[src/cbo_pkg.sv]
package cbo_pkg;
  // Behaviour
  // - Toggle memory byte at Z, return old, 2 cycles
  // - Rotate left through carry, flags ZCNVH, 1 cycle
  // - Rotate right through carry, flags ZCNV, 1 cycle
  // - Set I/O bit, no flags, 1 cycle
  // - Clear I/O bit, no flags, 1 cycle
  // - Copy register bit into T only
  // - Copy T into register bit, no flags
  // - Set overflow flag only, 1 cycle
  // - Clear overflow flag only, 1 cycle
  // - Set half carry flag only, 1 cycle
  // - Clear half carry flag only, 1 cycle
  // - Set sign flag only, 1 cycle
  // - Clear sign flag only, 1 cycle
  // - External memory accesses may take longer
  // - Internal SRAM load adds one cycle

  // Widths
  localparam int unsigned DW = 8;
  localparam int unsigned BUS_AW = 8;
  localparam int unsigned BUS_DW = 32;
  localparam int unsigned RF_N = 32;
  localparam int unsigned MEM_AW = 16;
  localparam int unsigned IO_AW = 6;
  // Register offsets
  localparam logic [7:0] OFF_CMD = 8'h00;
  localparam logic [7:0] OFF_FLAGS = 8'h04;
  localparam logic [7:0] OFF_STAT = 8'h08;
  localparam logic [7:0] OFF_RF_BASE = 8'h80;
  // Command word fields
  localparam int unsigned CMD_OP_LSB = 0;
  localparam int unsigned CMD_OP_MSB = 4;
  localparam int unsigned CMD_RD_LSB = 5;
  localparam int unsigned CMD_RD_MSB = 9;
  localparam int unsigned CMD_RR_LSB = 10;
  localparam int unsigned CMD_RR_MSB = 14;
  localparam int unsigned CMD_BIT_LSB = 15;
  localparam int unsigned CMD_BIT_MSB = 17;
  localparam int unsigned CMD_IO_LSB = 18;
  localparam int unsigned CMD_IO_MSB = 23;
  // Status register fields
  localparam int unsigned STAT_BUSY = 0;
  localparam int unsigned STAT_EXT = 1;
  localparam int unsigned STAT_CYC_LSB = 8;
  // Flag positions in cpu_status_flags
  localparam int unsigned FLAG_C = 0;
  localparam int unsigned FLAG_Z = 1;
  localparam int unsigned FLAG_N = 2;
  localparam int unsigned FLAG_V = 3;
  localparam int unsigned FLAG_S = 4;
  localparam int unsigned FLAG_H = 5;
  localparam int unsigned FLAG_T = 6;
  localparam int unsigned FLAG_I = 7;
  // Reset values
  localparam logic [7:0] FLAGS_RST = 8'h00;
  localparam logic [7:0] RF_RST = 8'h00;
  // Pointer Z lives in the top register pair
  localparam logic [4:0] ZLO_IDX = 5'h1e;
  localparam logic [4:0] ZHI_IDX = 5'h1f;
  // Busy cycles per instruction class
  localparam logic [7:0] CYC_SINGLE = 8'h01;
  localparam logic [7:0] CYC_LAT = 8'h02;
  localparam logic [7:0] CYC_LDZ_INT = 8'h02;

  // Operation codes
  typedef enum logic [4:0] {
    OP_NOP = 5'h00, OP_BRK = 5'h01, OP_SLP = 5'h02, OP_WDR = 5'h03,
    OP_LAT = 5'h04, OP_LDZ = 5'h05, OP_LSL = 5'h06, OP_LSR = 5'h07,
    OP_ROL = 5'h08, OP_ROR = 5'h09, OP_ASR = 5'h0a, OP_SWAP = 5'h0b,
    OP_GENERIC_FLAG_SET = 5'h0c, OP_GENERIC_FLAG_CLEAR = 5'h0d, OP_SBI = 5'h0e, OP_CBI = 5'h0f,
    OP_BST = 5'h10, OP_BLD = 5'h11, OP_SEV = 5'h12, OP_CLV = 5'h13,
    OP_SEH = 5'h14, OP_CLH = 5'h15, OP_SES = 5'h16, OP_CLS = 5'h17
  } cbo_op_t;

  // Sequencer states, Gray along idle-read-wait
  typedef enum logic [1:0] {
    ST_IDLE = 2'b00, ST_MEM_RD = 2'b01, ST_MEM_WAIT = 2'b11, ST_EXEC = 2'b10
  } cbo_state_t;
endpackage

[src/cbo_alu_if.sv]
`timescale 1ns/1ps
// Operand and result bundle between sequencer and shifter
interface cbo_alu_if;
  import cbo_pkg::*;
  cbo_op_t op; // Current operation
  logic [7:0] opa; // Register operand
  logic [2:0] bsel; // Bit index
  logic [7:0] flags_in; // Current flags
  logic [7:0] res; // Register result
  logic res_we; // Result goes to register
  logic [7:0] flags_out; // Flags after the op
  modport core (output op, output opa, output bsel, output flags_in,
                input res, input res_we, input flags_out);
  modport alu (input op, input opa, input bsel, input flags_in,
               output res, output res_we, output flags_out);
endinterface

[src/cbo_core.sv]
`timescale 1ns/1ps
// Tail of the CPU execution unit: memory toggle, shifts, bit and flag ops
module cbo_core
  import cbo_pkg::*;
(
  input wire logic clock,
  input wire logic rst,
  input wire logic [BUS_AW-1:0] bus_addr,
  input wire logic [BUS_DW-1:0] bus_wdata,
  input wire logic bus_wr,
  input wire logic bus_rd,
  output logic [BUS_DW-1:0] bus_rdata,
  output logic [MEM_AW-1:0] mem_addr,
  output logic [DW-1:0] mem_wdata,
  output logic mem_re,
  output logic mem_we,
  input wire logic [DW-1:0] mem_rdata,
  input wire logic mem_ext,
  input wire logic mem_ready,
  output logic [IO_AW-1:0] io_addr,
  output logic [2:0] io_bit,
  output logic io_set,
  output logic io_clr,
  output logic brk_pulse,
  output logic sleep_pulse,
  output logic wdr_pulse,
  output logic busy,
  output logic [DW-1:0] cpu_status_flags
);

  // Register file window hit
  function automatic logic rf_hit(input logic [BUS_AW-1:0] a);
    rf_hit = (a[7] == OFF_RF_BASE[7]) && (a[1:0] == 2'b00);
  endfunction

  // Register file window index
  function automatic logic [4:0] rf_idx(input logic [BUS_AW-1:0] a);
    rf_idx = a[6:2];
  endfunction

  // Ops that go through data memory
  function automatic logic is_mem(input cbo_op_t o);
    is_mem = (o == OP_LAT) || (o == OP_LDZ);
  endfunction

  // Flag index for set and clear forms
  function automatic logic [2:0] flag_sel(input cbo_op_t o, input logic [2:0] s);
    case (o)
      OP_SEV, OP_CLV: flag_sel = 3'(FLAG_V);
      OP_SEH, OP_CLH: flag_sel = 3'(FLAG_H);
      OP_SES, OP_CLS: flag_sel = 3'(FLAG_S);
      default: flag_sel = s;
    endcase
  endfunction

  // State
  cbo_state_t state_q, state_d; // Sequencer
  logic [BUS_DW-1:0] cmd_q; // Latched command word
  logic [DW-1:0] rf_q [RF_N]; // Register file
  logic [DW-1:0] flags_q, flags_d; // Status flags
  logic [BUS_DW-1:0] rdata_q; // Bus read data
  logic [MEM_AW-1:0] maddr_q; // Memory address
  logic [DW-1:0] mwdata_q; // Memory write data
  logic mre_q; // Memory read strobe
  logic mwe_q; // Memory write strobe
  logic [IO_AW-1:0] ioa_q; // I/O address
  logic [2:0] iob_q; // I/O bit
  logic ios_q; // I/O bit set strobe
  logic ioc_q; // I/O bit clear strobe
  logic brk_q; // Break pulse
  logic slp_q; // Sleep pulse
  logic wdr_q; // Watchdog reset pulse
  logic busy_q; // Busy indication
  logic ext_q; // Last access was external
  logic [7:0] cnt_q; // Busy cycle counter
  logic [7:0] last_cyc_q; // Cycles of last op

  // Outputs straight from flops
  assign bus_rdata = rdata_q;
  assign mem_addr = maddr_q;
  assign mem_wdata = mwdata_q;
  assign mem_re = mre_q;
  assign mem_we = mwe_q;
  assign io_addr = ioa_q;
  assign io_bit = iob_q;
  assign io_set = ios_q;
  assign io_clr = ioc_q;
  assign brk_pulse = brk_q;
  assign sleep_pulse = slp_q;
  assign wdr_pulse = wdr_q;
  assign busy = busy_q;
  assign cpu_status_flags = flags_q;

  // Command fields of the new and the latched word
  wire cbo_op_t new_op = cbo_op_t'(bus_wdata[CMD_OP_MSB:CMD_OP_LSB]);
  wire cbo_op_t op = cbo_op_t'(cmd_q[CMD_OP_MSB:CMD_OP_LSB]);
  wire [4:0] rd_i = cmd_q[CMD_RD_MSB:CMD_RD_LSB];
  wire [4:0] rr_i = cmd_q[CMD_RR_MSB:CMD_RR_LSB];
  wire [2:0] bsel = cmd_q[CMD_BIT_MSB:CMD_BIT_LSB];
  wire [4:0] nrd_i = bus_wdata[CMD_RD_MSB:CMD_RD_LSB];

  // Bus decode
  wire cmd_wr = bus_wr && (bus_addr == OFF_CMD);
  wire flg_wr = bus_wr && (bus_addr == OFF_FLAGS);
  wire rf_wr = bus_wr && rf_hit(bus_addr);
  wire take = cmd_wr && (state_q == ST_IDLE); // Ignored while busy

  // Completion points
  wire exec_done = state_q == ST_EXEC;
  // External memory may stretch the wait, internal never does
  wire mem_done = (state_q == ST_MEM_WAIT) && (!mem_ext || mem_ready);
  wire done = exec_done || mem_done;
  wire [MEM_AW-1:0] zptr = {rf_q[ZHI_IDX], rf_q[ZLO_IDX]};

  // Flag op decode
  wire [2:0] fsel = flag_sel(op, bsel);
  wire is_fset = (op == OP_GENERIC_FLAG_SET) || (op == OP_SEV) ||
                 (op == OP_SEH) || (op == OP_SES);
  wire is_fclr = (op == OP_GENERIC_FLAG_CLEAR) || (op == OP_CLV) ||
                 (op == OP_CLH) || (op == OP_CLS);

  // Shifter hookup
  cbo_alu_if alu_bus ();
  assign alu_bus.op = op;
  assign alu_bus.opa = (op == OP_BST) ? rf_q[rr_i] : rf_q[rd_i];
  assign alu_bus.bsel = bsel;
  assign alu_bus.flags_in = flags_q;

  cbo_alu u_alu (
    .alu(alu_bus)
  );

  // Sequencer next state
  always_comb begin
    state_d = state_q;
    case (state_q)
      ST_IDLE: begin
        if (take) begin
          state_d = is_mem(new_op) ? ST_MEM_RD : ST_EXEC;
        end
      end
      ST_EXEC: state_d = ST_IDLE;
      ST_MEM_RD: state_d = ST_MEM_WAIT;
      ST_MEM_WAIT: begin
        if (mem_done) begin
          state_d = ST_IDLE;
        end
      end
      default: state_d = ST_IDLE;
    endcase
  end

  // Flag next value, instruction beats a bus write
  always_comb begin
    flags_d = flg_wr ? bus_wdata[DW-1:0] : flags_q;
    if (exec_done) begin
      if (is_fset) begin
        flags_d = flags_q;
        flags_d[fsel] = 1'b1;
      end else if (is_fclr) begin
        flags_d = flags_q;
        flags_d[fsel] = 1'b0;
      end else if (alu_bus.res_we || op == OP_BST) begin
        flags_d = alu_bus.flags_out;
      end
    end
  end

  // Read mux
  wire [BUS_DW-1:0] stat_w = {16'h0000, last_cyc_q, 6'h00, ext_q, busy_q};
  wire [BUS_DW-1:0] rmux =
    (bus_addr == OFF_CMD) ? cmd_q :
    (bus_addr == OFF_FLAGS) ? {24'h000000, flags_q} :
    (bus_addr == OFF_STAT) ? stat_w :
    rf_hit(bus_addr) ? {24'h000000, rf_q[rf_idx(bus_addr)]} : '0;

  // Sequencer and flags
  always_ff @(posedge clock) begin
    if (rst) begin
      state_q <= ST_IDLE;
      flags_q <= FLAGS_RST;
    end else begin
      state_q <= state_d;
      flags_q <= flags_d;
    end
  end

  // Command latch and busy
  always_ff @(posedge clock) begin
    if (rst) begin
      cmd_q <= '0;
      busy_q <= 1'b0;
    end else begin
      if (take) begin
        cmd_q <= bus_wdata;
      end
      busy_q <= (state_d != ST_IDLE);
    end
  end

  // Busy cycle count, latched at completion
  always_ff @(posedge clock) begin
    if (rst) begin
      cnt_q <= 8'h00;
      last_cyc_q <= 8'h00;
      ext_q <= 1'b0;
    end else begin
      if (take) begin
        cnt_q <= 8'h01;
      end else if (!done && state_q != ST_IDLE) begin
        cnt_q <= cnt_q + 8'h01;
      end
      if (done) begin
        last_cyc_q <= cnt_q;
      end
      if (mem_done) begin
        ext_q <= mem_ext;
      end
    end
  end

  // Register file, instruction write beats bus write
  always_ff @(posedge clock) begin
    if (rst) begin
      for (int i = 0; i < RF_N; i++) begin
        rf_q[i] <= RF_RST;
      end
    end else begin
      if (rf_wr) begin
        rf_q[rf_idx(bus_addr)] <= bus_wdata[DW-1:0];
      end
      if (exec_done && alu_bus.res_we) begin
        rf_q[rd_i] <= alu_bus.res;
      end else if (mem_done) begin
        rf_q[rd_i] <= mem_rdata;
      end
    end
  end

  // Memory strobes: read at start, toggled byte written after
  always_ff @(posedge clock) begin
    if (rst) begin
      maddr_q <= '0;
      mwdata_q <= '0;
      mre_q <= 1'b0;
      mwe_q <= 1'b0;
    end else begin
      mre_q <= take && is_mem(new_op);
      mwe_q <= mem_done && (op == OP_LAT);
      if (take && is_mem(new_op)) begin
        maddr_q <= zptr;
      end
      if (mem_done && op == OP_LAT) begin
        mwdata_q <= rf_q[rd_i] ^ mem_rdata;
      end
    end
  end

  // I/O bit strobes and control pulses in the execute cycle
  always_ff @(posedge clock) begin
    if (rst) begin
      ioa_q <= '0;
      iob_q <= 3'h0;
      ios_q <= 1'b0;
      ioc_q <= 1'b0;
      brk_q <= 1'b0;
      slp_q <= 1'b0;
      wdr_q <= 1'b0;
    end else begin
      if (take) begin
        ioa_q <= bus_wdata[CMD_IO_MSB:CMD_IO_LSB];
        iob_q <= bus_wdata[CMD_BIT_MSB:CMD_BIT_LSB];
      end
      ios_q <= take && (new_op == OP_SBI);
      ioc_q <= take && (new_op == OP_CBI);
      brk_q <= take && (new_op == OP_BRK);
      slp_q <= take && (new_op == OP_SLP);
      wdr_q <= take && (new_op == OP_WDR);
    end
  end

  // Read data stands one cycle only
  always_ff @(posedge clock) begin
    if (rst) begin
      rdata_q <= '0;
    end else begin
      rdata_q <= bus_rd ? rmux : '0;
    end
  end

endmodule

[src/cbo_alu.sv]
`timescale 1ns/1ps
// Shift, rotate, swap and T-bit logic, purely combinational
module cbo_alu
  import cbo_pkg::*;
(
  cbo_alu_if.alu alu
);
  wire cin = alu.flags_in[FLAG_C]; // Carry in
  // Op class decode
  wire is_lsl = alu.op == OP_LSL;
  wire is_rol = alu.op == OP_ROL;
  wire is_lsr = alu.op == OP_LSR;
  wire is_ror = alu.op == OP_ROR;
  wire is_asr = alu.op == OP_ASR;
  wire is_left = is_lsl | is_rol;
  wire is_right = is_lsr | is_ror | is_asr;
  wire is_shift = is_left | is_right;
  wire is_swap = alu.op == OP_SWAP;
  wire is_bld = alu.op == OP_BLD;
  wire is_bst = alu.op == OP_BST;

  // Candidate results
  wire [7:0] r_lsl = {alu.opa[6:0], 1'b0};
  wire [7:0] r_rol = {alu.opa[6:0], cin};
  wire [7:0] r_lsr = {1'b0, alu.opa[7:1]};
  wire [7:0] r_ror = {cin, alu.opa[7:1]};
  wire [7:0] r_asr = {alu.opa[7], alu.opa[7:1]};
  wire [7:0] r_swp = {alu.opa[3:0], alu.opa[7:4]};
  wire [7:0] bmask = 8'h01 << alu.bsel; // Selected bit
  wire [7:0] r_bld = alu.flags_in[FLAG_T] ? (alu.opa | bmask)
                                          : (alu.opa & ~bmask);

  // Result selection
  assign alu.res = is_lsl ? r_lsl :
                   is_rol ? r_rol :
                   is_lsr ? r_lsr :
                   is_ror ? r_ror :
                   is_asr ? r_asr :
                   is_swap ? r_swp :
                   is_bld ? r_bld : alu.opa;
  assign alu.res_we = is_shift | is_swap | is_bld;

  // Shift flags: carry is the bit shifted out
  wire c_out = is_left ? alu.opa[7] : alu.opa[0];
  wire n_out = alu.res[7];
  wire z_out = alu.res == 8'h00;
  wire v_out = n_out ^ c_out;
  wire [7:0] f_shift;
  assign f_shift[FLAG_C] = c_out;
  assign f_shift[FLAG_Z] = z_out;
  assign f_shift[FLAG_N] = n_out;
  assign f_shift[FLAG_V] = v_out;
  assign f_shift[FLAG_S] = alu.flags_in[FLAG_S];
  // Half carry follows bit 3 on left moves only
  assign f_shift[FLAG_H] = is_left ? alu.opa[3] : alu.flags_in[FLAG_H];
  assign f_shift[FLAG_T] = alu.flags_in[FLAG_T];
  assign f_shift[FLAG_I] = alu.flags_in[FLAG_I];

  // T takes the selected register bit
  wire t_bst = |(alu.opa & bmask);
  wire [7:0] f_bst = (alu.flags_in & ~(8'h01 << FLAG_T)) |
                     ({7'h00, t_bst} << FLAG_T);

  // Flag selection, untouched for swap and bit load
  assign alu.flags_out = is_shift ? f_shift :
                         is_bst ? f_bst : alu.flags_in;
endmodule

[config.mk]
export PLATFORM = sky130hd
export DESIGN_NAME = cbo_core
export DESIGN_NICKNAME = d
export VERILOG_FILES = /design/src/cbo_pkg.sv /design/src/cbo_alu_if.sv /design/src/cbo_core.sv /design/src/cbo_alu.sv
export SDC_FILE = /design/constraint.sdc
export NUM_CORES = 1
export LEC_CHECK = 0
export BUFFER_PORTS_ARGS = -buffer_cell sky130_fd_sc_hd__buf_2
export CAP_MARGIN = 20
export CORE_MARGIN = 2
export CORE_UTILIZATION = 40
export CTS_BUF_LIST = sky130_fd_sc_hd__clkbuf_4
export DETAILED_ROUTE_END_ITERATION = 10
export PLACE_DENSITY = 0.6
export SYNTH_ARGS = -nofsm -noshare
export SYNTH_HDL_FRONTEND = slang
export SYNTH_SLANG_ARGS = --single-unit
[constraint.sdc]
create_clock -name clock -period 3.7 [get_ports clock]
set_input_delay 0.37 -clock clock [delete_from_list [all_inputs] [get_ports clock]]
set_output_delay 0.37 -clock clock [all_outputs]
set_load 0.02 [all_outputs]
==> run summary <==
status -> finished, violations left
violated checks -> negative setup slack
Routed Antenna Nets -> 0
cell taking the most area after synthesis -> edfxtp_1
placed cells -> 3,279
critical path buffer and inverter count -> 2
slowest CP cell -> nor2b_1
Synthesis Warnings -> 0
Yosys cell types -> 83
I/O Buffers -> 134
Slew HR -> 0.196
Max Cap Violations -> 0
Post-synth ARST share -> 0
total grt overflow -> 0
Setup WS pre-CTS -> -0.00736 ns
Die X -> 247 um
Peak VDD IR -> 0.213 mV
CTS tree -> yes
final setup margin -> -0.0700 ns
final setup fails -> 7
synthesized flop and latch total -> 389
Core ar. -> 58,700 um^2
Synth area leaders -> edfxtp_1 (33%), mux4_2 (13%), dfxtp_1 (11%)
Clock Path Buffers -> 3
Post-synth EDFFs -> 256
Mapped Cells -> 2,347
Post-synth top flop -> edfxtp_1
Avg Inst Size Synth -> 10.0 um^2
Worst R2R Path Depth -> 11
RSZ-0062 raised after global routing -> no
Total GRT Usage -> 0.346
share of cells above drive strength 1 -> 0.278
Slew Limit Fails -> 0
hold path endpoint -> mem_re
crit-path cells -> nor2b_1 -> a22oi_1 -> a21oi_1 -> nor4_2 -> nor2_1 -> a2111oi_0 -> a211oi_1 -> a21o_1 -> buf_12 -> buf_12 -> o21ai_0
clock skew -> 0.125 ns
DRT Wirelength -> 106,000 um
worst skew pair latency -> 1.00 ns
Area Overhead vs Synth -> 20.9%
Peak Freq -> 265 MHz
synthesized cell area -> 23,600 um^2
initial antenna violation count -> 3
WP data required -> 4.31 ns
largest net degree at the start of global routing -> 105
cell family with most CP delay -> compound AO/OA/AOI/OAI gates
Final HPWL DP -> 75,900 um
Vias per Instance -> 6.48
Initial Util -> 0.402
DR iter-0 viols -> 3,081
list of most frequent post-synthesis cells -> nand3_1 (282), edfxtp_1 (256), o21ai_0 (253), nand2_1 (234), clkbuf_1 (155)
row cnt -> 89
first-pass GRT wire length -> 151,000 um
GPL Wtd Cong -> 1.07
hold wc startpoint -> bus_wdata[2]
measured slew at the worst slew-check pin -> 1.21 ns
Die ar. -> 60,900 um^2
Critical Path AT -> 4.38 ns
Most Frequent Cell on Critical Path -> buf_12
startpoint types -> register
non-filler cells, final -> 3,525
CTS clk-pin slew, worst paths -> 0.07 ns
Chip Height -> 247 um
Hold Fails Final Rpt -> 0
number of stages on the worst setup path -> 11
CP Max Fanout -> 11
post-synthesis sequential area ratio -> 0.439
Clock Tree Root -> clkbuf_4
setup slack, reg-to-reg -> -0.07 ns
pwr dens -> 353 nW/um^2
P_leak -> 9.80 nW
Cell Area, Placed -> 26,500 um^2
Post-Syn Nets -> 2,402
critical path endpoint category -> register
Setup CP Type -> reg -> reg
vias in the first global route -> 21,300
hold path cells -> 3
crit share post-route -> 1.02
Crit path largest cell delay -> 0.94 ns
Synth top area share -> 0.326
vias post-DR -> 22,800
most numerous cell in the Yosys netlist -> nand3_1
R2R Path End -> rf_q[30][2]
Hold Path Class -> in -> reg
htree depth -> 3
Avg WL per Cell -> 30.2 um
cell area after layout -> 28,500 um^2
post-layout min period -> 3.77 ns
DRC Markers -> 0
1st-pass router iterations -> 7
Num CTS Buffers -> 107
Final nets -> 2,724
IO Pins -> 135
Num Clock Sinks -> 389
final setup TNS -> -0.290 ns
## worst min-delay path: stages
cell and delay, ns:
buf_2 0.11, or4b_2 0.32, nor3_1 0.10
## power by group
group,internal (W),switching [W],total (W)
Sequential,0.00477,0.000192,0.00496
Clock,0.00198,0.00204,0.00402
Combinational,0.000425,0.000648,0.00107
Total,0.00718,0.00288,0.0101
## area by class of cell
| class | instances | area, um^2 |
|---|---|---|
| flip-flops and latches | 389 | 10400 |
| well taps | 773 | 967 |
| inverters | 8 | 30.0 |
| fillers | 5442 | 30200 |
| repair buffers | 446 | 3430 |
| clock inverters | 33 | 180 |
| multi-input cells | 1717 | 12300 |
| diodes | 1 | 2.50 |
| clock buffers | 158 | 1190 |
## repair_timing
| item | in CTS | in global routing |
|---|---|---|
| endpoints found under the setup margin | 31 | 165 |
| cloned | 0 | 1 |
| hold buffers | 46 | 0 |
| buffers inserted | 5 | 1 |
| pin swaps | 0 | 1 |
| hold endpoints to repair | 75 | 0 |
| gates resized for setup | 5 | 16 |
## logic make-up after synthesis
family,Yosys count,share of synthesized area
fa+ha+maj,1,0.000530
mux,275,0.191
simple gates,830,0.167
xor+xnor,16,0.00594
buf+inv,241,0.0442
flops,389,0.439
compound gates,595,0.152
## layer usage
layer,track usage,vias to the layer above,wire [um]
met4,0.169,0,5600
met3,0.0866,279,12200
li1,-,9685,-
met2,0.534,1574,47700
met1,0.454,11300,41000
met5,0,-,0
## flip-flops by register name, indices dropped and copies added (netlist names), 2 cells and up, named ones only
| signal | flops |
|---|---|
| bus_rdata | 32 |
| cmd_q | 32 |
| cnt_q | 8 |
| cpu_status_flags | 8 |
| last_cyc_q | 8 |
| mem_addr | 16 |
| mem_wdata | 8 |
| rf_q | 256 |
| state_q | 2 |
## how the worst max path moves through the flow
stage | slack (ns) | from | endpoint
CTS | 0.01 | register | rf_q[30][2]
detailed placement | -0.007 | register | rf_q[12][1]
global route | 0.006 | register | rf_q[30][2]
floorplan | 0.63 | register | rf_q[0][4]
finish | -0.07 | register | rf_q[30][2]
global placement | -0.007 | register | cpu_status_flags[1]
## stage by stage
step | hold slack [ns] | utilization | power, W
global route | 0.0408 | 0.486 | 0.0103
CTS | 0.00803 | 0.484 | 0.0101
global placement | 0.436 | 0.451 | 0.00602
finish | 0.0250 | 0.486 | 0.0101
detailed placement | 0.440 | 0.451 | 0.00602
floorplan | 0.430 | - | 0.00546
## cell usage in the layout (no fill, tap or decap), types with 9 or more instances in the layout
master | netlist | final
a22o_1 | 11 | 11
nand2_1 | 234 | 234
a21oi_1 | 116 | 113
mux4_2 | 138 | 138
edfxtp_1 | 256 | 256
xor2_1 | 10 | 10
or2_2 | 10 | 10
buf_12 | 0 | 21
o22ai_1 | 9 | 9
nand3_1 | 282 | 281
nor3_1 | 22 | 22
o21ai_1 | 30 | 31
clkinv_1 | 3 | 23
nor2_1 | 142 | 142
clkbuf_4 | 0 | 159
dfxtp_1 | 133 | 127
buf_4 | 20 | 243
mux2i_1 | 127 | 122
and2_1 | 25 | 25
a22oi_1 | 77 | 77
nand2b_1 | 20 | 20
nand4_1 | 10 | 10
buf_2 | 27 | 131
nor2b_1 | 28 | 27
and3_1 | 9 | 9
dlygate4sd3_1 | 0 | 46
a221oi_1 | 14 | 12
o21ai_0 | 253 | 252
Power figures use the tool's default switching activity.
